<file path="src/panel_consts.svh">
// named constants for the front-panel menu controller
// assumes a 25 MHz ref_clk; included by the package and both modules
`ifndef PANEL_CONSTS_SVH
`define PANEL_CONSTS_SVH

`define CLK_KHZ 25000
`define BOOT_TIME_MS 2000
`define TIMER_W 26
`define DIGITS 5
`define BTN_W 4
`define STATUS_ITEMS 4'hB
`define DIAG_SCREENS 4'h9
`define ALARM_SCREENS 4'h3
`define ITEM_RST 4'h0
`define SUB_RST 4'h0
`define SHOW_RST 1'b0

`endif

</file>
<file path="src/panel_pkg.sv">
// types shared by the front-panel menu controller and its button detector
// assumes panel_consts.svh is on the include path
`include "panel_consts.svh"

package panel_pkg;

	// digits occupy codes 0 to 9 so a bcd digit casts straight to a character
	typedef enum logic [5:0] {
		CH_0, CH_1, CH_2, CH_3, CH_4, CH_5, CH_6, CH_7, CH_8, CH_9,
		CH_A, CH_B, CH_C, CH_D, CH_E, CH_F, CH_H, CH_J, CH_L, CH_N,
		CH_O, CH_P, CH_R, CH_S, CH_T, CH_U, CH_DASH, CH_BLANK
	} char_t;

	typedef enum logic [3:0] {
		MD_STATUS, MD_TUNE, MD_DIAG, MD_ALARM, MD_PTABLE, MD_BASIC,
		MD_GAIN, MD_EXT, MD_IO, MD_EXT2, MD_EXT3, MD_POSCTL
	} mode_t;

	typedef enum logic [2:0] {
		B_INIT, B_AXIS, B_POS, B_SYM, B_RUN
	} boot_t;

	// segment order is g f e d c b a, high lights the segment
	typedef logic [6:0] seg_t;

	typedef struct packed {
		logic mode;
		logic up;
		logic down;
		logic set;
	} btn_t;

	typedef struct packed {
		mode_t mode;
		boot_t boot;
		logic [3:0] item;
		logic show_data;
		logic [3:0] sub;
		logic [`TIMER_W-1:0] timer;
		char_t [`DIGITS-1:0] chars;
		seg_t [`DIGITS-1:0] segs;
	} menu_state_t;

endpackage

</file>
<file path="src/panel_display_menu.sv">
// front-panel menu controller: buttons in, five seven-segment digits out
// assumes clean synchronous buttons, and that the item value arrives as five bcd digits
`timescale 1ns/1ps
`default_nettype none
`include "panel_consts.svh"

module panel_display_menu
	import panel_pkg::*;
#(
	parameter int BOOT_TICKS = `BOOT_TIME_MS * `CLK_KHZ
) (
	input wire logic ref_clk,
	input wire logic reset_n,
	input wire btn_t buttons,
	input wire logic point_table_method,
	input wire logic program_method,
	input wire logic [3:0] initial_status_item_param,
	input wire logic axis_name_valid,
	input wire char_t [`DIGITS-1:0] axis_name,
	input wire logic [4*`DIGITS-1:0] status_bcd,
	output logic [3:0] status_item,
	output mode_t menu_mode,
	output seg_t [`DIGITS-1:0] segments
);

	localparam menu_state_t STATE_RST = '{
		mode: MD_STATUS, boot: B_INIT, item: `ITEM_RST, show_data: `SHOW_RST,
		sub: `SUB_RST, timer: '0, chars: {`DIGITS{CH_BLANK}},
		segs: {`DIGITS{7'h00}}
	};
	localparam logic [`TIMER_W-1:0] BOOT_LAST = `TIMER_W'(BOOT_TICKS - 1);

	menu_state_t s_q;
	menu_state_t s_d;
	btn_t press;
	logic pos_method;
	seg_t [`DIGITS-1:0] seg_w;

	press_detect u_press (
		.ref_clk(ref_clk),
		.reset_n(reset_n),
		.btn_level(buttons),
		.btn_press(press)
	);

	assign pos_method = point_table_method | program_method;
	assign status_item = s_q.item;
	assign menu_mode = s_q.mode;
	assign segments = s_q.segs;

	function automatic seg_t seg_of(input char_t c);
		case (c)
			CH_0: seg_of = 7'h3F;
			CH_1: seg_of = 7'h06;
			CH_2: seg_of = 7'h5B;
			CH_3: seg_of = 7'h4F;
			CH_4: seg_of = 7'h66;
			CH_5, CH_S: seg_of = 7'h6D;
			CH_6: seg_of = 7'h7D;
			CH_7: seg_of = 7'h07;
			CH_8: seg_of = 7'h7F;
			CH_9: seg_of = 7'h6F;
			CH_A: seg_of = 7'h77;
			CH_B: seg_of = 7'h7C;
			CH_C: seg_of = 7'h39;
			CH_D: seg_of = 7'h5E;
			CH_E: seg_of = 7'h79;
			CH_F: seg_of = 7'h71;
			CH_H: seg_of = 7'h76;
			CH_J: seg_of = 7'h1E;
			CH_L: seg_of = 7'h38;
			CH_N: seg_of = 7'h54;
			CH_O: seg_of = 7'h5C;
			CH_P: seg_of = 7'h73;
			CH_R: seg_of = 7'h50;
			CH_T: seg_of = 7'h78;
			CH_U: seg_of = 7'h3E;
			CH_DASH: seg_of = 7'h40;
			default: seg_of = 7'h00;
		endcase
	endfunction

	// symbols of the status items in selection order
	function automatic char_t item_symbol(input logic [3:0] idx);
		case (idx)
			4'h0: item_symbol = CH_C;
			4'h1: item_symbol = CH_R;
			4'h2: item_symbol = CH_E;
			4'h3: item_symbol = CH_P;
			4'h4: item_symbol = CH_N;
			4'h5: item_symbol = CH_F;
			4'h6: item_symbol = CH_U;
			4'h7: item_symbol = CH_L;
			4'h8: item_symbol = CH_J;
			4'h9: item_symbol = CH_B;
			default: item_symbol = CH_T;
		endcase
	endfunction

	function automatic char_t group_letter(input mode_t m);
		case (m)
			MD_BASIC: group_letter = CH_A;
			MD_GAIN: group_letter = CH_B;
			MD_EXT: group_letter = CH_C;
			MD_IO: group_letter = CH_D;
			MD_EXT2: group_letter = CH_E;
			MD_EXT3: group_letter = CH_F;
			default: group_letter = CH_T;
		endcase
	endfunction

	function automatic logic [3:0] step(input logic [3:0] v, input logic [3:0] n,
		input logic fwd);
		if (fwd) begin
			step = (v == n - 4'h1) ? 4'h0 : v + 4'h1;
		end else begin
			step = (v == 4'h0) ? n - 4'h1 : v - 4'h1;
		end
	endfunction

	// --------------------------------------------------------------
	// character to segment encoding, one encoder per digit
	// --------------------------------------------------------------
	genvar g;
	generate
		for (g = 0; g < `DIGITS; g++) begin : g_digit
			assign seg_w[g] = seg_of(s_q.chars[g]);
		end
	endgenerate

	// --------------------------------------------------------------
	// menu state
	// --------------------------------------------------------------
	always_comb begin
		s_d = s_q;
		s_d.segs = seg_w;
		case (s_q.boot)
			B_INIT: begin
				// parameter caught after reset release, never under reset
				s_d.item = (initial_status_item_param < `STATUS_ITEMS) ?
					initial_status_item_param : `ITEM_RST;
				s_d.timer = '0;
				s_d.show_data = 1'b0;
				if (axis_name_valid) begin
					s_d.boot = B_AXIS;
				end else if (pos_method) begin
					s_d.boot = B_POS;
				end else begin
					s_d.boot = B_SYM;
				end
			end
			B_AXIS, B_POS, B_SYM: begin
				if (s_q.timer == BOOT_LAST) begin
					s_d.timer = '0;
					case (s_q.boot)
						B_AXIS: s_d.boot = pos_method ? B_POS : B_SYM;
						B_POS: s_d.boot = B_SYM;
						default: begin
							s_d.boot = B_RUN;
							s_d.show_data = 1'b1;
						end
					endcase
				end else begin
					s_d.timer = s_q.timer + `TIMER_W'(1);
				end
			end
			default: begin
				if (press.mode) begin
					s_d.sub = `SUB_RST;
					s_d.show_data = 1'b0;
					if (s_q.mode == MD_POSCTL) begin
						s_d.mode = MD_STATUS;
					end else if (s_q.mode == MD_ALARM && !point_table_method) begin
						s_d.mode = MD_BASIC;
					end else begin
						s_d.mode = mode_t'(s_q.mode + 4'h1);
					end
				end else if (press.up || press.down) begin
					if (s_q.mode == MD_STATUS) begin
						s_d.item = step(s_q.item, `STATUS_ITEMS, press.up);
						s_d.show_data = 1'b0;
					end else if (s_q.mode == MD_DIAG) begin
						s_d.sub = step(s_q.sub, `DIAG_SCREENS, press.up);
					end else if (s_q.mode == MD_ALARM) begin
						s_d.sub = step(s_q.sub, `ALARM_SCREENS, press.up);
					end
				end else if (press.set && s_q.mode == MD_STATUS) begin
					s_d.show_data = 1'b1;
				end
			end
		endcase

		// text for the next display refresh, always five characters
		case (s_q.boot)
			B_INIT: s_d.chars = {`DIGITS{CH_BLANK}};
			B_AXIS: s_d.chars = axis_name;
			B_POS: s_d.chars = {CH_BLANK, CH_BLANK, CH_P, CH_O, CH_S};
			default: begin
				case (s_q.mode)
					MD_STATUS: begin
						if (s_q.show_data) begin
							for (int k = 0; k < `DIGITS; k++) begin
								s_d.chars[k] = char_t'({2'b00, status_bcd[4*k +: 4]});
							end
						end else begin
							s_d.chars = {item_symbol(s_q.item), CH_BLANK, CH_BLANK,
								CH_BLANK, CH_BLANK};
						end
					end
					MD_TUNE: s_d.chars = {CH_T, CH_U, CH_N, CH_E, CH_BLANK};
					MD_DIAG: s_d.chars = {CH_D, CH_DASH, CH_BLANK, CH_BLANK,
						char_t'({2'b00, s_q.sub + 4'h1})};
					MD_ALARM: s_d.chars = {CH_A, CH_L, CH_DASH, CH_BLANK,
						char_t'({2'b00, s_q.sub + 4'h1})};
					MD_PTABLE: s_d.chars = {CH_P, CH_T, CH_0, CH_0, CH_1};
					default: s_d.chars = {CH_P, group_letter(s_q.mode), CH_BLANK,
						CH_0, CH_1};
				endcase
			end
		endcase
	end

	always_ff @(posedge ref_clk or negedge reset_n) begin
		if (!reset_n) begin
			s_q <= STATE_RST;
		end else begin
			s_q <= s_d;
		end
	end
endmodule
`default_nettype wire

</file>
<file path="src/press_detect.sv">
// rising-edge detector for the four panel buttons
// assumes button levels are already clean and synchronous to ref_clk
`timescale 1ns/1ps
`default_nettype none
`include "panel_consts.svh"

module press_detect
	import panel_pkg::*;
(
	input wire logic ref_clk,
	input wire logic reset_n,
	input wire btn_t btn_level,
	output var btn_t btn_press
);

	logic [`BTN_W-1:0] prev_q;
	logic [`BTN_W-1:0] prev_d;
	logic [`BTN_W-1:0] lvl;
	logic [`BTN_W-1:0] edge_w;

	assign lvl = btn_level;

	// --------------------------------------------------------------
	// one pulse per press
	// --------------------------------------------------------------
	genvar i;
	generate
		for (i = 0; i < `BTN_W; i++) begin : g_btn
			assign edge_w[i] = lvl[i] & ~prev_q[i];
		end
	endgenerate

	assign btn_press = edge_w;

	always_comb begin
		prev_d = lvl;
	end

	always_ff @(posedge ref_clk or negedge reset_n) begin
		if (!reset_n) begin
			prev_q <= '1;
		end else begin
			prev_q <= prev_d;
		end
	end

endmodule
`default_nettype wire

</file>
<file path="config.mk">
export PLATFORM = sky130hd
export DESIGN_NAME = panel_display_menu
export DESIGN_NICKNAME = d
export VERILOG_FILES = /design/src/panel_pkg.sv /design/src/panel_display_menu.sv /design/src/press_detect.sv
export VERILOG_INCLUDE_DIRS = /design/src
export SDC_FILE = /design/constraint.sdc
export NUM_CORES = 1
export LEC_CHECK = 0
export BUFFER_PORTS_ARGS = -buffer_cell sky130_fd_sc_hd__buf_4
export CAP_MARGIN = 0
export CORE_MARGIN = 2
export CORE_UTILIZATION = 55
export DETAILED_ROUTE_END_ITERATION = 12
export PLACE_DENSITY = 0.77
export SYNTH_ARGS = -nofsm -noshare
export SYNTH_HDL_FRONTEND = slang
export SYNTH_HIERARCHICAL = 1
export SYNTH_SLANG_ARGS = --single-unit
</file>
<file path="constraint.sdc">
create_clock -name ref_clk -period 6.6 [get_ports ref_clk]
set_clock_uncertainty 0.2 [all_clocks]
set_input_delay 0.99 -clock ref_clk [delete_from_list [all_inputs] [get_ports ref_clk]]
set_output_delay 0.99 -clock ref_clk [all_outputs]
set_load 0.03 [all_outputs]
</file>
# Word-level counts from Yosys, hierarchy flattened

Memory sizes are Yosys's and may differ from the RTL's.
Index checks and enable logic that the tools add are counted.
W data, S select, Z words.

Register bits: 111
ROM bits: 1200
Input bits: 63
Word-level logic and storage cells: 128
Memories kept: 6

Memory list:

| name            | depth | bits a word | read ports | clocked after memory_dff | write ports | line                     | source |
|---|---|---|---|---|---|---|---|
| (no name shown) | 32    | 7           | 1          | 0                        | 0           | panel_display_menu.sv:52 | `case (c)` |
| (no name shown) | 32    | 7           | 1          | 0                        | 0           | panel_display_menu.sv:52 |  |
| (no name shown) | 32    | 7           | 1          | 0                        | 0           | panel_display_menu.sv:52 |  |
| (no name shown) | 32    | 7           | 1          | 0                        | 0           | panel_display_menu.sv:52 |  |
| (no name shown) | 32    | 7           | 1          | 0                        | 0           | panel_display_menu.sv:52 |  |
| (no name shown) | 16    | 5           | 1          | 0                        | 0           | panel_display_menu.sv:85 | `case (idx)` |

Add/subtract/negate cells: 6
$lt $le $gt $ge: 1
Equality and inequality tests: 23
Multiplexer cells: 42
Bitwise logic cells: 11
Reductions and logical operators: 22

Operators by type and width:

| cell                    | number |
|---|---|
| $pmux W30 S5            | 1 |
| $pmux W30 S3            | 1 |
| $mux W4                 | 18 |
| $pmux W26 S2            | 1 |
| $mux W7                 | 5 |
| $mux W30                | 1 |
| $pmux W5 S6             | 1 |
| $add A26 B1 Y26 const B | 1 |
| $eq A26 B26 Y1 const B  | 1 |
| $mux W26                | 1 |
| $eq A4 B4 Y1 const B    | 6 |
| $eq A4 B3 Y1 const B    | 4 |
| $add A4 B1 Y4 const B   | 3 |
| $eq A4 B2 Y1 const B    | 3 |
| $logic_not A4 Y1        | 3 |
| $pmux W3 S2             | 2 |
| $reduce_and A4 Y1       | 3 |
| $mux W5                 | 2 |
| $pmux W4 S2             | 1 |
| $reduce_bool A2 Y1      | 4 |
| $sub A4 B1 Y4 const B   | 2 |
| $eq A3 B2 Y1 const B    | 2 |
| $mux W3                 | 2 |
| $ne A2 B2 Y1 const B    | 3 |
| other kinds (20)        | 34 |

# Depth between registers and ports, before layout

Depth in word-level cells: 9
Depth in mapped cells: 8

# By module

Netlist, hierarchy kept.

Modules (own cells, without submodules):

| module             | times used | cells an instance | area an instance (sq um) | seq. area each (sq um) |
|---|---|---|---|---|
| panel_display_menu | 1          | 917               | 7649.8                   | 2702.6 |
| press_detect       | 1          | 8                 | 160.2                    | 105.1 |

# Worst setup path after synthesis

Ideal clock, no wire load.

Kind: register -> register
Start: register s_q[81] (netlist bit)
End: register s_q[100] (netlist bit)
Library setup time: 0.101 ns
Data arrival time: 2.509 ns
Slack: 3.790 ns
Cell stages (with the launch flop): 7
Period minus slack after synthesis: 2.810 ns
Path through: dfrtp_1 > or4_1 > or4b_1 > or4_1 > buf_2 > mux2_4 > o311ai_2

Longest elaborated chain between the ends: 3

Ends and longest elaborated chain:

| what                               | line                      | source |
|---|---|---|
| from (decl)                        | panel_display_menu.sv:33  | `menu_state_t s_q;` |
| from (signal assigned)             | panel_display_menu.sv:225 | `s_q <= STATE_RST;` |
| from (signal assigned)             | panel_display_menu.sv:227 | `s_q <= s_d;` |
| $eq A26 B26 Y1                     | panel_display_menu.sv:153 | `if (s_q.timer == BOOT_LAST) begin` |
| $ne A2 B2 Y1 (no source line)      | -                         |  |
| $reduce_and A2 Y1 (no source line) | -                         |  |

No other way between the ends.
A chain may end at the register's enable or synchronous reset.

# Final worst setup path

Start: register s_q[81] (netlist bit)
End: register s_q[79] (netlist bit)

Longest elaborated chain between the ends: 3

Ends and longest elaborated chain:

| what           | line                      | source |
|---|---|---|
| $eq A26 B26 Y1 | panel_display_menu.sv:153 |  |
| $mux W26       | panel_display_menu.sv:153 |  |
| $pmux W26 S2   | panel_display_menu.sv:137 | `case (s_q.boot)` |

No other way between the ends.

==> metrics <==
area share of xor/xnor cells in the synthesized design 0.0292; Cell Area, Synth 7810 um2; critical path class reg -> reg; post-synthesis cell type count slightly above 70; CTS Buf Count 9; Final Hold Viols 0; pin count of the biggest net entering global routing 60; Clock transition at path regs 0.08 ns; CP max FO 21; met1 Resource Use GR 0.354; met2 Use GR 0.413; WL/cell 16.6 um; nets 1068; Final Util 0.620; Max Root-Sink Buffers 2; Fillers around 1200; CTS Hold Bufs 0; DP HPWL between 10000 and 15000 um; warnings from Yosys 6; Skew-Pair Late Insertion Delay 0.37 ns; Setup crit end kind flip-flop; WP data required 6.61 ns; slew margin rel. 0.359; FFs w/ async S/R, synth 1.00; EDFF count, synth 0; Net Count, Synth about 1000; total number of vias 6727; largest family of logic cells by synthesized area compound AO/OA/AOI/OAI gates; Final TNS setup 0 ns; Worst Tran Pin Value 0.957 ns; final WL 18900 um; maximum vdd drop 0.157 mV; GR peak layer met2; arrival time worst endpoint 3.46 ns; worst min-delay path category reg -> reg; Slew Limit Fails 0; drt drc 0; post-synthesis sequential area ratio 0.360; CTS tree built; n_diodes 0; # setup viols final 0; total track usage 0.260; Top FF cell, synth dfrtp_1; Syn Inst Count 925; P&R area growth vs syn 10.2%; Simple-Gate Fraction of Synth Area 0.188; syn avg cell area 8.44 um2; Post-CTS Setup Repair Bufs 0; multiplexer area fraction after synthesis 0.0205; GRT overflow 0; Die Ht 123 um; boundary pin count 106; unrepaired setup endpoints after global routing no; H-tree Lvls 3; r2r setup slk ~3.1 ns; Die Span X 123 um; Antenna Nets Post-Route 0; Root Buffer clkbuf_16; met3 usage 0.0503; Final period util 0.523; initial detailed-routing violation count 715; share of cells above drive strength 1 0.172; status completed; post-cts sizing count 0; initial core utilization 0.563; routed vias/inst 5.94; Initial DRT Pass Iterations 6; Final min period 3.45 ns; Core Footprint 13900 um2; leakage 3.82 nW; Yosys reg bits 111; global placement routability congestion 0.957; CTS Sinks roughly 110; max-capacitance violation count 0; global-route wire length before repair 30900 um; startpoint types flip-flop; Synth Area in Adders 0.0977; fmax slightly below 0.3 GHz; Power Density approximately 180 nW/um2; full die area between 15000 and 20000 um2; port bufs 105; initial antenna violation count 0; row cnt 43; vias in the first global route 6174; Synth Area in Compound Gates 0.214
[placed cells by master (no fill, tap or decap), types with 9 or more instances in the layout]
cell	count
o22ai_1	10
nand3_1	28
o21ai_0	70
a21oi_1	69
nor2b_1	14
xnor2_1	19
dfstp_2	24
inv_1	49
mux2i_1	10
nor2_1	98
ha_1	57
clkbuf_16	9
buf_4	108
a211oi_1	28
nand4_1	12
a31oi_1	20
nand2_1	71
and3_1	9
a211o_1	11
nor3_1	26
dfrtp_1	87
[cell usage after synthesis (3+ instances only)]
cell / count / area share
a211o_1: 11 / 0.012
a211oi_1: 28 / 0.027
a21boi_0: 4 / 0.0038
a21oi_1: 69 / 0.044
a22oi_1: 3 / 0.0029
a2bb2oi_1: 3 / 0.0034
a311oi_1: 5 / 0.0056
a31oi_1: 20 / 0.016
a32o_1: 4 / 0.0051
and3_1: 9 / 0.0072
and4b_1: 3 / 0.0038
buf_2: 3 / 0.0019
buf_4: 43 / 0.041
clkbuf_1: 48 / 0.023
dfrtp_1: 87 / 0.28
dfstp_2: 24 / 0.081
ha_1: 57 / 0.091
inv_1: 49 / 0.024
maj3_1: 5 / 0.0064
mux2i_1: 10 / 0.013
nand2_1: 71 / 0.034
nand2b_1: 7 / 0.0056
nand3_1: 28 / 0.018
nand3b_1: 3 / 0.0029
nand4_1: 12 / 0.0096
nor2_1: 98 / 0.047
nor2b_1: 14 / 0.011
nor2b_4: 4 / 0.0070
nor3_1: 26 / 0.017
nor3b_1: 4 / 0.0038
nor4_1: 7 / 0.0056
o211ai_1: 6 / 0.0058
o21ai_0: 70 / 0.045
o21ai_1: 4 / 0.0026
o22a_1: 3 / 0.0034
o22ai_1: 10 / 0.0080
or2_2: 4 / 0.0032
or4_1: 3 / 0.0029
xnor2_1: 19 / 0.021
xor2_1: 7 / 0.0079
[flip-flops by register name (all words and copies together) (netlist names)]
name	count
menu_mode	4
segments	35
s_q	64
u_press/prev_q	4
status_item	4
[stage by stage]
step	std cells	hold WS, ns	worst slack [ns]	power [mW]	area [um2]
2_1_floorplan	925	0.296	3.79	0.919	7810
3_3_place_gp	1117	0.325	3.21	0.992	8330
3_5_place_dp	1117	0.327	3.16	0.996	8330
4_1_cts	1133	0.345	3.15	1.53	8610
5_1_grt	1133	0.398	2.98	1.58	8610
6_report	1133	0.345	3.15	1.52	8610
[worst max-delay path: stages (launching register included)]
cell,delay [ns]
dfrtp_1,0.43
or4_1,0.52
or4b_1,0.52
or4_1,0.70
a21oi_2,0.80
nor2_1,0.13
[final cells by class]
cell class	instances	area, um2	share of cell area
clock buffers	10	229	0.0266
clock inverters	6	52.6	0.00611
inverters	50	188	0.0218
multi-input cells	668	4290	0.499
flip-flops and latches	111	2810	0.326
well taps	180	225	0.0262
repair buffers	108	811	0.0942
[routing by layer]
metal / part of all wire / wire [um]
met5: 0 / 0
met2: 0.47 / 8930
met4: 0.026 / 495
met3: 0.059 / 1110
met1: 0.44 / 8310
[cell families (layout without fill, tap and decap cells)]
family | Yosys count | count (layout)
and+or+nand+nor | 302 | 302
AOI/OAI and AO/OA | 264 | 264
buffers and inverters | 146 | 174
DFF | 111 | 111
adders and majority gates | 62 | 62
xor gates and xnor gates | 26 | 26
muxes | 14 | 14
[path summary, 6_finish.rpt]
path                       startpoint            to  depth (start not counted)
setup / recovery              s_q[81]       s_q[79]                          5
hold / removal                s_q[71]       s_q[71]                          2
hold reg to reg               s_q[71]       s_q[71]                          2
setup reg to reg              s_q[81]       s_q[79]                          5
min in group asynchronous     reset_n  menu_mode[1]                          1
max in group asynchronous     reset_n       s_q[52]                          2
[power breakdown]
part	internal [mW]	switching, mW
Combinational	0.103	0.130
Clock	0.263	0.270
Sequential	0.714	0.0367
Total	1.08	0.437
(Power assumes the default switching activity.)
